<file path="src/design/ubc_pkg.sv">
/*
 ubc_pkg: register map, field layout, reset values and counts
 for the baud divisor and serial clock block.
 assumes a 32-bit apb slave with word-aligned registers.
*/
package ubc_pkg;
  localparam logic [7:0]  OFF_DIV_LOW   = 8'h00;
  localparam logic [7:0]  OFF_DIV_HIGH  = 8'h04;
  localparam logic [7:0]  OFF_FRAME_RD  = 8'h08;
  localparam logic [7:0]  OFF_SPEED     = 8'h0C;
  localparam logic [7:0]  OFF_STATUS    = 8'h10;

  localparam int          DIV_W         = 12;
  localparam int          SEL_POS       = 7;
  localparam int          SYNC_POS      = 6;
  localparam int          PAR_POS       = 4;
  localparam int          STOP_POS      = 3;
  localparam int          SIZE_POS      = 1;
  localparam int          POL_POS       = 0;
  localparam int          SPEED_POS     = 0;
  localparam int          OS_POS        = 12;

  localparam logic [7:0]  DIV_LOW_RST   = 8'h00;
  localparam logic [3:0]  DIV_HIGH_RST  = 4'h0;
  localparam logic [6:0]  FRAME_RST     = 7'h06;
  localparam logic        SPEED_RST     = 1'b0;

  localparam logic [3:0]  OS_NORMAL     = 4'hF;
  localparam logic [3:0]  OS_DOUBLE     = 4'h7;
endpackage

</file>
<file path="src/design/ubc_prescaler.sv">
/*
 ubc_prescaler: down-counter that gives one tick per divisor+1 cycles.
 assumes the divisor is stable except across a reload pulse.
*/
module ubc_prescaler
  import ubc_pkg::*;
(
  input  wire logic             pclk,
  input  wire logic             presetn,
  input  wire logic [DIV_W-1:0] divisor,
  input  wire logic             reload,
  output logic      [DIV_W-1:0] count,
  output logic                  tick
);
  logic [DIV_W-1:0] cnt_q;
  logic [DIV_W-1:0] cnt_d;
  logic             tick_q;
  logic             tick_d;

  always_comb begin
    cnt_d  = cnt_q - 12'h001;
    tick_d = 1'b0;
    if (reload) begin
      cnt_d = divisor;
    end else if (cnt_q == 12'h000) begin
      cnt_d  = divisor;
      tick_d = 1'b1;
    end
  end

  always_ff @(posedge pclk or negedge presetn) begin
    if (!presetn) begin
      cnt_q  <= 12'h000;
      tick_q <= 1'b0;
    end else begin
      cnt_q  <= cnt_d;
      tick_q <= tick_d;
    end
  end

  assign count = cnt_q;
  assign tick  = tick_q;
endmodule

</file>
<file path="src/design/ubc_top.sv">
/*
 ubc_top: apb register file for the baud divisor and frame control,
 prescaler, oversampling divider and synchronous serial clock.
 assumes pclk is the oscillator clock, a well-behaved apb master,
 and that the transmitter and receiver act on the strobes given here.
*/
// Design decisions made here: the register offsets and the APB interface to the registers.
// Notes on behaviour
// software keeps clock polarity at zero in asynchronous mode, where it has no effect.
// polarity 0 shifts transmit on the rising serial clock and samples on the falling one.
// the divisor high byte and the frame control register share one address.
// reading the divisor high byte returns zero in the register select bit.
// software writes the register select bit low to update the divisor high byte.
// the three reserved high byte bits read zero and software writes them zero.
// the baud divisor is twelve bits, four from the high byte and eight from the low.
// changing the divisor mid-frame is not guarded and may corrupt that frame.
// a divisor low byte write reloads the prescaler at once with the full divisor.
// divisor zero gives the fastest rate, one tick per oscillator cycle.
// divisor 11 normal or 23 double speed gives 9600 baud from 1.8432 MHz.
// the double speed bit lowers the oversampling from 16 to 8 in asynchronous mode.
// software writes the register select bit high to update frame control.
// the sync mode bit chooses asynchronous or synchronous operation with serial clock.
// the prescaler counts down and reloads on zero, ticking every divisor+1 cycles.
module ubc_top
  import ubc_pkg::*;
(
  input  wire logic             pclk,
  input  wire logic             presetn,
  input  wire logic             psel,
  input  wire logic             penable,
  input  wire logic             pwrite,
  input  wire logic [7:0]       paddr,
  input  wire logic [31:0]      pwdata,
  output logic      [31:0]      prdata,
  output logic                  pready,
  output logic                  pslverr,
  output logic      [DIV_W-1:0] baud_divisor,
  output logic                  sync_mode,
  output logic                  double_speed,
  output logic      [1:0]       parity_mode,
  output logic                  stop_bits,
  output logic      [1:0]       char_size,
  output logic                  baud_tick,
  output logic                  tx_strobe,
  output logic                  rx_strobe,
  output logic                  serial_clock_out,
  output logic                  serial_clock_oe
);
  function automatic logic hit(input logic [7:0] a, input logic [7:0] off);
    hit = (a[7:2] == off[7:2]);
  endfunction

  logic [7:0]       div_low_q;
  logic [7:0]       div_low_d;
  logic [3:0]       div_high_q;
  logic [3:0]       div_high_d;
  logic [6:0]       frame_q;
  logic [6:0]       frame_d;
  logic             speed_q;
  logic             speed_d;
  logic             reload_q;
  logic             reload_d;
  logic [31:0]      rdata_q;
  logic [31:0]      rdata_d;
  logic             ready_q;
  logic             ready_d;
  logic             err_q;
  logic             err_d;
  logic             wr_en;
  logic             mapped;
  logic [DIV_W-1:0] pre_count;
  logic             pre_tick;
  logic [3:0]       os_q;
  logic [3:0]       os_d;

  // bus side
  assign wr_en  = psel & penable & pready & pwrite;
  assign mapped = hit(paddr, OFF_DIV_LOW) | hit(paddr, OFF_DIV_HIGH)
                | hit(paddr, OFF_FRAME_RD) | hit(paddr, OFF_SPEED)
                | hit(paddr, OFF_STATUS);

  always_comb begin
    div_low_d  = div_low_q;
    div_high_d = div_high_q;
    frame_d    = frame_q;
    speed_d    = speed_q;
    reload_d   = 1'b0;
    if (wr_en && hit(paddr, OFF_DIV_LOW)) begin
      div_low_d = pwdata[7:0];
      reload_d  = 1'b1;
    end
    if (wr_en && hit(paddr, OFF_DIV_HIGH)) begin
      if (pwdata[SEL_POS]) begin
        frame_d = pwdata[6:0];
      end else begin
        div_high_d = pwdata[3:0];
      end
    end
    if (wr_en && hit(paddr, OFF_SPEED)) begin
      speed_d = pwdata[SPEED_POS];
    end
  end

  // answer is prepared in the setup cycle so pready can come from a flop
  always_comb begin
    ready_d = psel & ~penable;
    err_d   = psel & ~penable & ~mapped;
    rdata_d = 32'h0000_0000;
    if (psel && !penable && !pwrite) begin
      if (hit(paddr, OFF_DIV_LOW)) begin
        rdata_d[7:0] = div_low_q;
      end
      if (hit(paddr, OFF_DIV_HIGH)) begin
        rdata_d[7:0] = {4'h0, div_high_q};
      end
      if (hit(paddr, OFF_FRAME_RD)) begin
        rdata_d[7:0] = {1'b1, frame_q};
      end
      if (hit(paddr, OFF_SPEED)) begin
        rdata_d[SPEED_POS] = speed_q;
      end
      if (hit(paddr, OFF_STATUS)) begin
        rdata_d[DIV_W-1:0]    = pre_count;
        rdata_d[OS_POS+3:OS_POS] = os_q;
      end
    end
  end

  always_ff @(posedge pclk or negedge presetn) begin
    if (!presetn) begin
      div_low_q  <= DIV_LOW_RST;
      div_high_q <= DIV_HIGH_RST;
      frame_q    <= FRAME_RST;
      speed_q    <= SPEED_RST;
      reload_q   <= 1'b0;
      rdata_q    <= 32'h0000_0000;
      ready_q    <= 1'b0;
      err_q      <= 1'b0;
    end else begin
      div_low_q  <= div_low_d;
      div_high_q <= div_high_d;
      frame_q    <= frame_d;
      speed_q    <= speed_d;
      reload_q   <= reload_d;
      rdata_q    <= rdata_d;
      ready_q    <= ready_d;
      err_q      <= err_d;
    end
  end

  // baud generation
  logic       xck_q;
  logic       xck_d;
  logic       tx_q;
  logic       tx_d;
  logic       rx_q;
  logic       rx_d;
  logic       oe_q;
  logic       oe_d;
  logic [3:0] os_last;
  logic       sync_on;
  logic       pol;
  logic       rising;

  // divisor change is not held off until a frame ends
  ubc_prescaler u_pre (
    .pclk    (pclk),
    .presetn (presetn),
    .divisor ({div_high_q, div_low_q}),
    .reload  (reload_q),
    .count   (pre_count),
    .tick    (pre_tick)
  );

  assign sync_on = frame_q[SYNC_POS];
  assign pol     = frame_q[POL_POS] & sync_on;
  assign os_last = speed_q ? OS_DOUBLE : OS_NORMAL;
  assign rising  = ~xck_q;

  always_comb begin
    os_d  = os_q;
    xck_d = xck_q;
    tx_d  = 1'b0;
    rx_d  = 1'b0;
    oe_d  = sync_on;
    if (!sync_on) begin
      xck_d = 1'b0;
      if (pre_tick) begin
        rx_d = 1'b1;
        if (os_q >= os_last) begin
          os_d = 4'h0;
          tx_d = 1'b1;
        end else begin
          os_d = os_q + 4'h1;
        end
      end
    end else begin
      os_d = 4'h0;
      if (pre_tick) begin
        xck_d = ~xck_q;
        tx_d  = rising ^ pol;
        rx_d  = ~(rising ^ pol);
      end
    end
  end

  always_ff @(posedge pclk or negedge presetn) begin
    if (!presetn) begin
      os_q  <= 4'h0;
      xck_q <= 1'b0;
      tx_q  <= 1'b0;
      rx_q  <= 1'b0;
      oe_q  <= 1'b0;
    end else begin
      os_q  <= os_d;
      xck_q <= xck_d;
      tx_q  <= tx_d;
      rx_q  <= rx_d;
      oe_q  <= oe_d;
    end
  end

  assign prdata           = rdata_q;
  assign pready           = ready_q;
  assign pslverr          = err_q;
  assign baud_divisor     = {div_high_q, div_low_q};
  assign sync_mode        = frame_q[SYNC_POS];
  assign double_speed     = speed_q;
  assign parity_mode      = frame_q[PAR_POS+1:PAR_POS];
  assign stop_bits        = frame_q[STOP_POS];
  assign char_size        = frame_q[SIZE_POS+1:SIZE_POS];
  assign baud_tick        = pre_tick;
  assign tx_strobe        = tx_q;
  assign rx_strobe        = rx_q;
  assign serial_clock_out = xck_q;
  assign serial_clock_oe  = oe_q;
endmodule

</file>
<file path="config.mk">
export PLATFORM = sky130hd
export DESIGN_NAME = ubc_top
export DESIGN_NICKNAME = d
export VERILOG_FILES = /design/src/design/ubc_pkg.sv /design/src/design/ubc_prescaler.sv /design/src/design/ubc_top.sv
export SDC_FILE = /design/constraint.sdc
export NUM_CORES = 1
export LEC_CHECK = 0
export BUFFER_PORTS_ARGS = -buffer_cell sky130_fd_sc_hd__buf_2
export CORE_ASPECT_RATIO = 1.5
export CORE_MARGIN = 4
export CORE_UTILIZATION = 49
export CTS_CLUSTER_DIAMETER = 80
export CTS_CLUSTER_SIZE = 25
export DETAILED_ROUTE_END_ITERATION = 16
export HOLD_SLACK_MARGIN = 0.08
export PLACE_DENSITY = 0.79
export REMOVE_ABC_BUFFERS = 1
export SLEW_MARGIN = 10
export SYNTH_ARGS = -nofsm -noshare
export SYNTH_HDL_FRONTEND = slang
export SYNTH_SLANG_ARGS = --single-unit
</file>
<file path="constraint.sdc">
create_clock -name pclk -period 1.8 [get_ports pclk]
set_input_delay 0.18 -clock pclk [delete_from_list [all_inputs] [get_ports pclk]]
set_output_delay 0.18 -clock pclk [all_outputs]
set_load 0.03 [all_outputs]
</file>
# Yosys cells after proc, flatten, opt, wreduce, memory -nomap -nowiden
# Cells that the tools add are included.
# W data, S select, Z words.
# totals
out_inout_bits	58
ff_bits	60
inputBits	45
# classes
n_eq_ne	5
n_bitwise	16
reduce_logical	12
magnitude_cmp	1
n_addsub	2
n_mux	24
# ops
cell	count
$mux W16	2
$mux W12	2
$mux W8	3
$mux W4	4
$mux W1	13
$eq A6 B2 Y1 const B	2
$logic_not A12 Y1	1
$sub A12 B1 Y12 const B	1
$and A1 B1 Y1	6
$eq A6 B1 Y1 const B	1
$eq A6 B3 Y1 const B	1
$logic_not A6 Y1	1
$logic_and A1 B1 Y1	5
$not A1 Y1	5
$add A4 B1 Y4 const B	1
$ge A4 B4 Y1	1
$or A1 B1 Y1	4
$reduce_and A2 Y1	2
$logic_not A1 Y1	2
$ne A2 B1 Y1 const B	1
$reduce_bool A2 Y1	1
$xor A1 B1 Y1	1

# Longest topological paths before layout
# Gate-level depths: netlist of run 1.
# logic_depth
word_depth	7
mapped_depth	7

# Cells and area by module
# From an unflattened synthesis of run 1, not the netlist that was laid out.
# hier_totals
cells_unflattened	250
area_unflattened_um2	2904.0
# by_module_without_submodules
module	instances	seq_area_each_um2	area_per_inst_um2	cells_each
ubc_top	1	1178.6	2172.1	177
ubc_prescaler	1	325.3	732.0	73

# Least setup slack after synthesis of run 1
# Ideal clock, no wire load.
# synth_path
path_type	input-to-reg
startpoint	input port paddr[2]
endpoint	register div_low_q[1]
setup_time_ps	125
path_slack_ps	-22
arrival_time_ps	1698
cell_stages	4
t_required_ps	1675
path_cell_list	buf_6 -> or4_4 -> nor4_4 -> mux2_2
# synth_via
elab_chain_cells	2
# synth_rtl
element	line_no	source
from (decl)	ubc_top.sv:32	input wire logic [7:0] paddr,
$logic_not A6 Y1	ubc_top.sv:50	hit = (a[7:2] == off[7:2]);
$logic_and A1 B1 Y1	ubc_top.sv:88	if (wr_en && hit(paddr, OFF_DIV_LOW)) begin
to (signal assigned)	ubc_top.sv:140	div_low_q <= div_low_d;
to (decl)	ubc_top.sv:53	logic [7:0] div_low_q;
# No other way between the ends.
# A chain may end at the register's enable or synchronous reset.

# Worst setup path in the final report of run 1
# layout_path
startpoint	register u_pre.cnt_q[1], in the netlist u_pre.count[1]
endpoint	register u_pre.cnt_q[9], in the netlist u_pre.count[9]
# layout_via
elab_chain_cells	3
elab_cells_between_ends	4
cone_classes	add/sub (1); mux (2); reduce/logical (1)
# layout_rtl
element	line_no	source
from (decl)	ubc_prescaler.sv:15	logic [DIV_W-1:0] cnt_q;
from (signal assigned)	ubc_prescaler.sv:36	cnt_q <= cnt_d;
$sub A12 B1 Y12 or $logic_not A12 Y1 (tied branches)	ubc_prescaler.sv:21, ubc_prescaler.sv:25	
$mux W12 *	ubc_prescaler.sv:25	end else if (cnt_q == 12'h000) begin
$mux W12 *	ubc_prescaler.sv:23	if (reload) begin
named net u_pre.cnt_d[9]	ubc_prescaler.sv:16	logic [DIV_W-1:0] cnt_d;
# Mark *: on every way through the listed nets, which the timed path passes. The rest lies on a longest branch.

==> results of run 1 <==
[stage by stage]
step	setup slack [ns]	area, um^2	TNS (ns)	std cells	utilization, %
2_1_floorplan	-0.253	2730	-2.02	245	-
3_3_place_gp	-0.0142	3250	-0.0775	390	58.2
3_5_place_dp	-0.0212	3250	-0.104	390	58.2
4_1_cts	0.0644	3480	0	410	62.4
5_1_grt	0.00120	3500	0	412	62.9
6_report	0.120	3500	0	412	62.9
[repair_timing]
action,4_1_cts,5_1_grt
endpoints found under the hold margin,24,0
hold buffers,4,0
gates resized for setup,0,2
endpoints found under the setup margin,0,12
buffers inserted,0,2
[cell families after synthesis]
logic type	Yosys count	synth area share, %
buffers and inverters	34	7.35
and+or+nand+nor	84	16.6
xor gates and xnor gates	9	2.76
adders and majority gates	4	1.75
AOI/OAI and AO/OA	38	7.96
DFF	60	52.6
muxes	27	10.8
other	1	0.131
[worst max-delay path, cell delays in order (launching register included)]
cell      delay, ns
dfrtp_1        0.43
inv_1          0.08
ha_1           0.22
nor3b_2        0.18
a31oi_1        0.16
buf_6          0.22
nor2_1         0.07
a211oi_1       0.22
[layout by cell type (no fill, tap or decap), types with 4 or more instances in the layout]
cell type | Yosys | layout
nand3_1 | 4 | 4
inv_1 | 7 | 7
buf_4 | 20 | 15
dfrtp_1 | 58 | 58
xor2_1 | 5 | 5
and2_1 | 10 | 10
xnor2_1 | 4 | 4
ha_1 | 4 | 4
o21ai_0 | 9 | 9
mux2i_1 | 4 | 4
clkbuf_8 | 0 | 10
a21oi_1 | 16 | 16
buf_2 | 0 | 60
conb_1 | 1 | 16
nand2_1 | 15 | 15
nor2_1 | 27 | 27
mux2_2 | 22 | 22
dlygate4sd3_1 | 0 | 4
a22oi_1 | 4 | 4
[cell type report]
| class | count | area (um^2) | area share (%) |
|---|---|---|---|
| clock buffer | 11 | 141 | 4.04 |
| clock inverter | 5 | 52.6 | 1.50 |
| inverter | 7 | 26.3 | 0.750 |
| multi-input combinational | 178 | 1210 | 34.5 |
| sequential | 60 | 1500 | 42.9 |
| tap | 70 | 87.6 | 2.50 |
| timing repair buffer | 81 | 484 | 13.8 |
[worst paths after layout]
| check | from | endpoint | slack (ns) | cells after the start |
|---|---|---|---|---|
| hold / removal | pwdata[6] | div_low_q[6] | 0.09 | 2 |
| max in group asynchronous | presetn | frame_q[1] | 0.99 | 3 |
| setup reg to reg | u_pre.count[1] | u_pre.count[9] | 0.12 | 7 |
| hold reg to reg | os_q[1] | prdata[13] | 0.55 | 1 |
| min in group asynchronous | presetn | os_q[2] | 0.28 | 2 |
| setup / recovery | u_pre.count[1] | u_pre.count[9] | 0.12 | 7 |
[power groups by stage]
stage / Combinational, mW / Sequential (mW) / Clock (mW)
after global routing: 0.600 / 1.75 / 1.27
after global placement: 0.496 / 1.72 / 0
after floorplan: 0.349 / 1.70 / 0
after detailed placement: 0.513 / 1.73 / 0
after CTS: 0.532 / 1.71 / 1.20
final: 0.533 / 1.72 / 1.20
[routing by layer]
metal / GRT usage (%) / vias to the layer above / part of all wire, %
li1: - / 1022 / -
met1: 21.9 / 1027 / 38
met2: 34.1 / 58 / 56
met3: 2.48 / 12 / 4.6
met4: 10.2 / 0 / 2.2
met5: 0 / - / 0
[sequential cells by signal, indices dropped and copies added (netlist names)]
signal	cells
tx_strobe	1
u_pre.count	12
double_speed	1
prdata	16
reload_q	1
serial_clock_oe	1
os_q	4
div_high_q	4
u_pre.tick	1
rx_strobe	1
pready	1
frame_q	7
serial_clock_out	1
div_low_q	8
pslverr	1
==> run metrics, run 1 <==
Distinct cells, synth=45; Worst-path clk slew=0.07 ns; gpl congestion=0.860; DR iter-0 viols=94; Slew @ Worst Pin=0.509 ns; Die Y=102 um; Clock Power Share=34.7%; Yosys Warn Count=0; PortBufs=60; Min Hold Slack=0.0877 ns; register share of total power=49.9%; worst hold path class=in2reg; fillers=476; fin crit period=1.68 ns; Via density=5.14; Period Utilization, post-route=93.3%; setup repair after global routing missed its margin=no; TritonCTS clock tree=built; Critical Path RT=2.05 ns; DRT Pass-1 Iters=4; HPWL after DPL=4610 um; wire per inst=15.4 um; Async S/R FF share, synth=100%; first-pass GRT wire length=10500 um; Sw Ratio=30.2%; largest net degree at the start of global routing=25; worst-case clock buffer depth=2; initial antenna violation count=0; Antenna Nets Post-Route=0; Post-Synthesis Cells=257; total gr overflow=0; antenna cells=0; number of synthesized flops with an enable pin=0; share of Yosys cell area claimed by the top area cell type=50.7%; Die ar.=0.00715 mm^2; Slew Viols, Final=0; Max-Slew Margin vs Limit=65.8%; vias in the first global route=2196; I/O pin cnt=103; final WL=6350 um; clock root buffer=clkbuf_8; cell taking the most area after synthesis=dfrtp_1; Top FF cell, synth=dfrtp_1; Int Pwr=2.41 mW; Worst setup SP type=flop; # DRC=0; post-layout net count=386; Clock Latency Late Sink=0.34 ns; Area Overhead vs Synth=22.5%; CP Max Fanout=21; vias=2119; Lkg Pwr=1.81 nW; Mean Syn Cell Area=11.1 um^2; f_max=595 MHz; Worst Setup End Kind=flop; CTS sink count=60; fraction of layout cells with a size suffix above 1=36.3%; Clock H-tree levels=3; Worst Path Arrival=1.93 ns; Layout Skew=0.00774 ns; Comb power frac=15.4%; most frequent cells after synthesis=dfrtp_1 (58), nor2_1 (27), mux2_2 (22), buf_4 (20), a21oi_1 (16); most numerous cell in the Yosys netlist=dfrtp_1; critical setup path kind=reg2reg; core area=0.00557 mm^2; Die X=70.4 um; outcome=finished, final reports clean; worst vdd ir=0.545 mV; Max-Cap Viols=0; number of buffers created by CTS=9; final hold violations=0; Yosys reg bits=60; Initial Util=51.3%; total track usage=19.0%; PwrDens=984 mW/mm^2; row cnt=33; Sw Pwr=1.04 mW; Final setup viols=0; Post-Syn Area=0.00286 mm^2; Seq/Total Area, Yosys=52.6%; top post-synthesis cells by area=dfrtp_1 (51%), mux2_2 (8.7%), buf_4 (5.2%); power after layout=3.45 mW
No activity file was read; power rests on OpenSTA's default activity.
==> run 2, diff against run 1 <==
Settings changed: CORE_MARGIN 4 to 2.
==> run 2 against run 1 <==
Compared with the run above:
- maximum frequency shrank 2.7%
- register-to-register slack hardly changed
- power is 8.8% higher
- global-route usage grew 3.6 points
- clock power grew 22%
- cell area grew 2.3%
==> run metrics, run 2 (synthesized netlist as in run 1, its figures left out) <==
Initial Util=50.2% (-1.1 points); Clock H-tree levels=3 (unchanged); wire per inst=15.7 um (+1.9%); family with the most delay on the worst path=buffers and inverters; post-layout net count=389 (+0.78%); total track usage=22.7% (+3.6 points); worst hold path class=in2reg; Min Hold Slack=0.0900 ns (+0.00234 ns); Die X=66.4 um (-5.7%); critical setup path kind=in2reg; DRT Pass-1 Iters=4 (unchanged); Worst Path Arrival=1.96 ns (+0.03 ns); Max-Slew Margin vs Limit=64.2% (-1.6 points); r2r setup slk=0.12 ns (about the same); Max-Cap Viols=0 (unchanged); setup repair after global routing missed its margin=no; Via density=5.29 (+2.9%); dpl cells=395 (+1.3%); f_max=579 MHz (-2.7%); Layout Skew=0.0102 ns (+0.00242 ns); Crit-path slowest cell=dlygate4sd3_1; vias in the first global route=2258 (+2.8%); vias=2206 (+4.1%); PortBufs=60 (unchanged); CTS sink count=60 (unchanged); CP Buf/Inv Count=4 (+2); Slew @ Worst Pin=0.533 ns (+0.0236 ns); core area=0.00570 mm^2 (+2.3%); worst vdd ir=0.739 mV (+36%); Max stage delay on crit path=0.53 ns (+0.10 ns); Worst-path clk slew=0.07 ns (about the same); crit-path most repeated cell=buf_4; Slew Viols, Final=0 (unchanged); commonest non-fill, non-tap cell in the layout=buf_2; outcome=finished, final reports clean; Die ar.=0.00648 mm^2 (-9.4%); largest net degree at the start of global routing=32 (+28%); non-filler cells, final=417 (+1.2%); antenna cells=0 (unchanged); final WL=6550 um (+3.1%); clock root buffer=clkbuf_8; Worst Setup End Kind=flop; Period Utilization, post-route=95.9% (+2.6 points); commonest cells after routing, fill and taps aside=buf_2 (60), dfrtp_1 (58), nor2_1 (27); gpl congestion=0.912 (+6.0%); initial antenna violation count=0 (unchanged); PwrDens=1050 mW/mm^2 (+6.3%); Finished Core Util=62.9% (about the same); TritonCTS clock tree=built; final hold violations=0 (unchanged); I/O pin cnt=103 (unchanged); first-pass GRT wire length=10900 um (+3.5%); Die Y=97.6 um (-3.9%); Worst setup SP type=input pin; row cnt=34 (+3.0%); total gr overflow=0 (unchanged); Critical Path RT=2.03 ns (-0.02 ns); Antenna Nets Post-Route=0 (unchanged); Final setup viols=0 (unchanged); HPWL after DPL=4640 um (+0.64%); Area Overhead vs Synth=25.3%; DR iter-0 viols=87 (-7.4%); # DRC=0 (unchanged); fin crit period=1.73 ns (+0.0462 ns); Critical Path, Cell by Cell=dlygate4sd3_1 > buf_2 > nand4_1 > buf_4 > nor4_4 > buf_4 > mux2_2; max reg flops=16 (unchanged); Clock Latency Late Sink=0.35 ns (about the same); fraction of layout cells with a size suffix above 1=36.5% (+0.26 points); worst-case clock buffer depth=2 (unchanged); CP Max Fanout=7 (-67%); Lkg Pwr=1.85 nW (+2.0%); number of buffers created by CTS=9 (unchanged)
-- run 2: changes by cell type in the layout (fill, tap and decap cells not counted) --
cell           change
buf_6              -1
buf_4              +2
clkbuf_8           -1
inv_6              +1
dlygate4sd3_1      +1
buf_12             +1
clkinv_2           -2
bufinv_16          +2
-- run 2: layout make-up --
class / count / area (um^2)
timing repair buffer: 84 / 518
inverter: 7 / 26.3
tap: 72 / 90.1
clock inverter: 6 / 111
fill: 470 / 2120
clock buffer: 10 / 128
multi-input combinational: 178 / 1210
sequential: 60 / 1500
-- run 2: metal layers --
| layer | GRT usage (%) | up-vias | part of all wire [%] |
|---|---|---|---|
| li1 | - | 1034 | - |
| met1 | 25.7 | 1086 | 38 |
| met2 | 38.3 | 72 | 55 |
| met3 | 5.45 | 14 | 4.4 |
| met4 | 11.9 | 0 | 2.6 |
| met5 | 0 | - | 0 |
-- run 2: worst paths after layout --
check | start | endpoint | cells past startpoint
setup / recovery | penable | div_low_q[7] | 7
max in group asynchronous | presetn | frame_q[1] | 3
hold reg to reg | frame_q[3] | frame_q[3] | 1
min in group asynchronous | presetn | os_q[0] | 2
setup reg to reg | u_pre.count[0] | u_pre.count[9] | 7
hold / removal | pwdata[2] | div_low_q[2] | 2
-- run 2: worst reg2reg max path, cell delays in order (launching register included) --
cell	delay (ns)
dfrtp_1	0.35
inv_1	0.07
ha_1	0.22
nor3b_2	0.17
a31oi_1	0.14
buf_4	0.28
nor2_1	0.10
a211oi_1	0.25
-- run 2: per-stage QoR --
stage	worst slack [ns]	TNS, ns	total power [mW]	area [um^2]
finish	0.0741	0	3.75	3580
detailed placement	-0.000620	-0.000620	2.28	3280
floorplan	-0.253	-2.02	2.05	2730
global route	0.0162	0	3.92	3580
CTS	0.103	0	3.76	3570
global placement	0.00868	0	2.23	3280
-- run 2: power breakdown --
| group | switching (mW) | internal, mW | total, mW |
|---|---|---|---|
| combinational | 0.319 | 0.256 | 0.575 |
| clock | 0.541 | 0.922 | 1.46 |
| sequential | 0.212 | 1.50 | 1.71 |
-- run 2: what timing repair did --
item | CTS | global route
endpoints found under the hold margin | 64 | 0
endpoints found under the setup margin | 0 | 5
gates resized for setup | 0 | 1
hold buffers | 5 | 0
setup buffers | 0 | 1
==> run 3, diff against run 2 <==
Settings changed: CORE_UTILIZATION 49 to 53, PLACE_DENSITY 0.79 to 0.85.
Clock period 1.8 ns to 2.1 ns, I/O delays scaled along.
==> run 3 against run 2 <==
Compared with the run above:
- combinational power shrank 23%
- flip-flop and latch count is the same
- core utilization rose by 3.5 points
- critical path type is now reg2reg
- largest power group unchanged
==> run metrics, run 3 (synthesized netlist as in run 1, its figures left out) <==
Sw Ratio=28.5% (-0.055 points); DR iter-0 viols=157 (+80%); Finished Core Util=66.4% (+3.5 points); Metal-1 WL=2240 um (-10%); Clock Latency Late Sink=0.35 ns (about the same); worst vdd ir=0.562 mV (-24%); first-pass GRT wire length=9700 um (-11%); cell area after placement=0.00319 mm^2 (-2.7%); dpl cells=383 (-3.0%); largest net degree at the start of global routing=60 (+88%); Int Pwr=2.18 mW (-19%); clock root buffer=clkbuf_8; DR WL met2=3170 um (-12%); outcome=finished, final reports clean; met3 WL=347 um (+21%); core area=0.00516 mm^2 (-9.4%); fraction of layout cells with a size suffix above 1=34.5% (-2.0 points); Sw Pwr=870 uW (-19%); vias=2170 (-1.6%); worst hold path class=in2reg; CP Buf/Inv Count=2 (-2); dpl ws=0.237 ns (+0.237 ns); vias in the first global route=2074 (-8.1%); Worst setup SP type=flop; Crit-path slowest cell=dfrtp_1; PortBufs=60 (unchanged); Worst-path clk slew=0.06 ns (about the same); # DRC=0 (unchanged); HPWL after DPL=4280 um (-7.7%); Setup TNS Final=0 ns (unchanged); Area Overhead vs Synth=19.9%; final WL=6000 um (-8.4%); number of buffers created by CTS=9 (unchanged); Initial Util=55.4% (+5.2 points); Final Worst Setup Slack=0.275 ns (+0.201 ns); Slew Viols, Final=0 (unchanged); Worst Path Arrival=2.05 ns (+0.09 ns); Max-Slew Margin vs Limit=52.6% (-12 points); post-layout net count=377 (-3.1%); fin crit period=1.82 ns; Critical Path RT=2.32 ns (+0.29 ns); row cnt=32 (-5.9%); Max stage delay on crit path=0.46 ns (-0.07 ns); PwrDens=889 mW/mm^2 (-15%); register share of total power=48.2% (+2.5 points); Min Hold Slack=0.106 ns (+0.0161 ns); antenna cells=0 (unchanged); final design area excluding fillers=0.00343 mm^2 (-4.3%); total gr overflow=0 (unchanged); Final setup viols=0 (unchanged); worst-case clock buffer depth=2 (unchanged); Period Utilization, post-route=86.9%; commonest non-fill, non-tap cell in the layout=buf_2; Antenna Nets Post-Route=0 (unchanged); CP Max Fanout=21 (+14); critical setup path kind=reg2reg; Worst Setup End Kind=flop; Clock H-tree levels=3 (unchanged); Layout Skew=0.00889 ns (-0.00127 ns); Slew @ Worst Pin=0.712 ns (+0.179 ns); Highest Signal Layer=met4; Die ar.=0.00601 mm^2 (-7.2%); Die X=64.0 um (-3.6%); final hold violations=0 (unchanged); max reg flops=16 (unchanged); Critical Path, Cell by Cell=inv_1 > ha_1 > nor3b_1 > a31oi_1 > buf_4 > nor2_1 > a211oi_1; Lkg Pwr=1.77 nW (-4.3%); initial antenna violation count=0 (unchanged); Clock Power Share=37.3% (-1.7 points); CTS sink count=60 (unchanged); Via density=5.41 (+2.3%); family with the most delay on the worst path=simple AND/OR/NAND/NOR gates; DRT Pass-1 Iters=5 (+1); Die Y=94.0 um (-3.7%); fillers=394 (-16%); wire per inst=15.0 um (-4.7%); Comb power frac=14.5% (-0.8 points); commonest cells after routing, fill and taps aside=buf_2 (60), dfrtp_1 (58), nor2_1 (27); gpl congestion=0.873 (-4.3%); f_max=548 MHz; I/O pin cnt=103 (unchanged); TritonCTS clock tree=built; setup repair after global routing missed its margin=no; r2r setup slk=0.28 ns (+0.16 ns); power after layout=3.05 mW (-19%); Max-Cap Viols=0 (unchanged); non-filler cells, final=401 (-3.8%); cts repair resizes=0 (unchanged); total track usage=21.9% (-0.80 points)
==> run 3: timing repair <==
item | CTS | global route
hold buffers | 2 | 0
hold endpoints to repair | 59 | 0
setup buffers | 0 | 0
==> run 3: area by class of cell <==
cell class / instances / area, um^2 / area share (%)
Timing Repair Buffer: 72 / 395 / 11.5
Clock inverter: 4 / 72.6 / 2.12
Multi-Input combinational cell: 178 / 1200 / 35.0
Sequential cell: 60 / 1500 / 43.8
Tap cell: 68 / 85.1 / 2.48
Inverter: 7 / 26.3 / 0.766
Clock buffer: 12 / 145 / 4.23
==> run 3: metal layers <==
metal | vias to the layer above | track usage, %
met4 | 0 | 16.5
met1 | 1064 | 22.9
li1 | 1003 | -
met5 | - | 0
met2 | 87 | 36.6
met3 | 16 | 6.24
==> run 3: worst paths after layout <==
kind / startpoint / to / depth (start not counted)
min: pwdata[4] / frame_q[4] / 2
min reg2reg: u_pre.count[11] / prdata[11] / 1
min in group asynchronous: presetn / serial_clock_oe / 2
max reg2reg: u_pre.count[0] / u_pre.count[9] / 7
max in group asynchronous: presetn / u_pre.count[5] / 3
max: u_pre.count[0] / u_pre.count[9] / 7
==> run 3: power by group through the flow <==
stage	logic (mW)	registers (mW)	clock network (mW)
floorplan	0.299	1.46	0
global placement	0.418	1.47	0
detailed placement	0.435	1.48	0
CTS	0.441	1.46	1.15
global route	0.492	1.48	1.23
finish	0.442	1.47	1.14
==> run 3: worst register-to-register path, stage by stage, from the launching register on <==
cell      delay (ns)
dfrtp_1         0.46
inv_1           0.12
ha_1            0.19
nor3b_1         0.34
a31oi_1         0.14
buf_4           0.23
nor2_1          0.16
a211oi_1        0.07
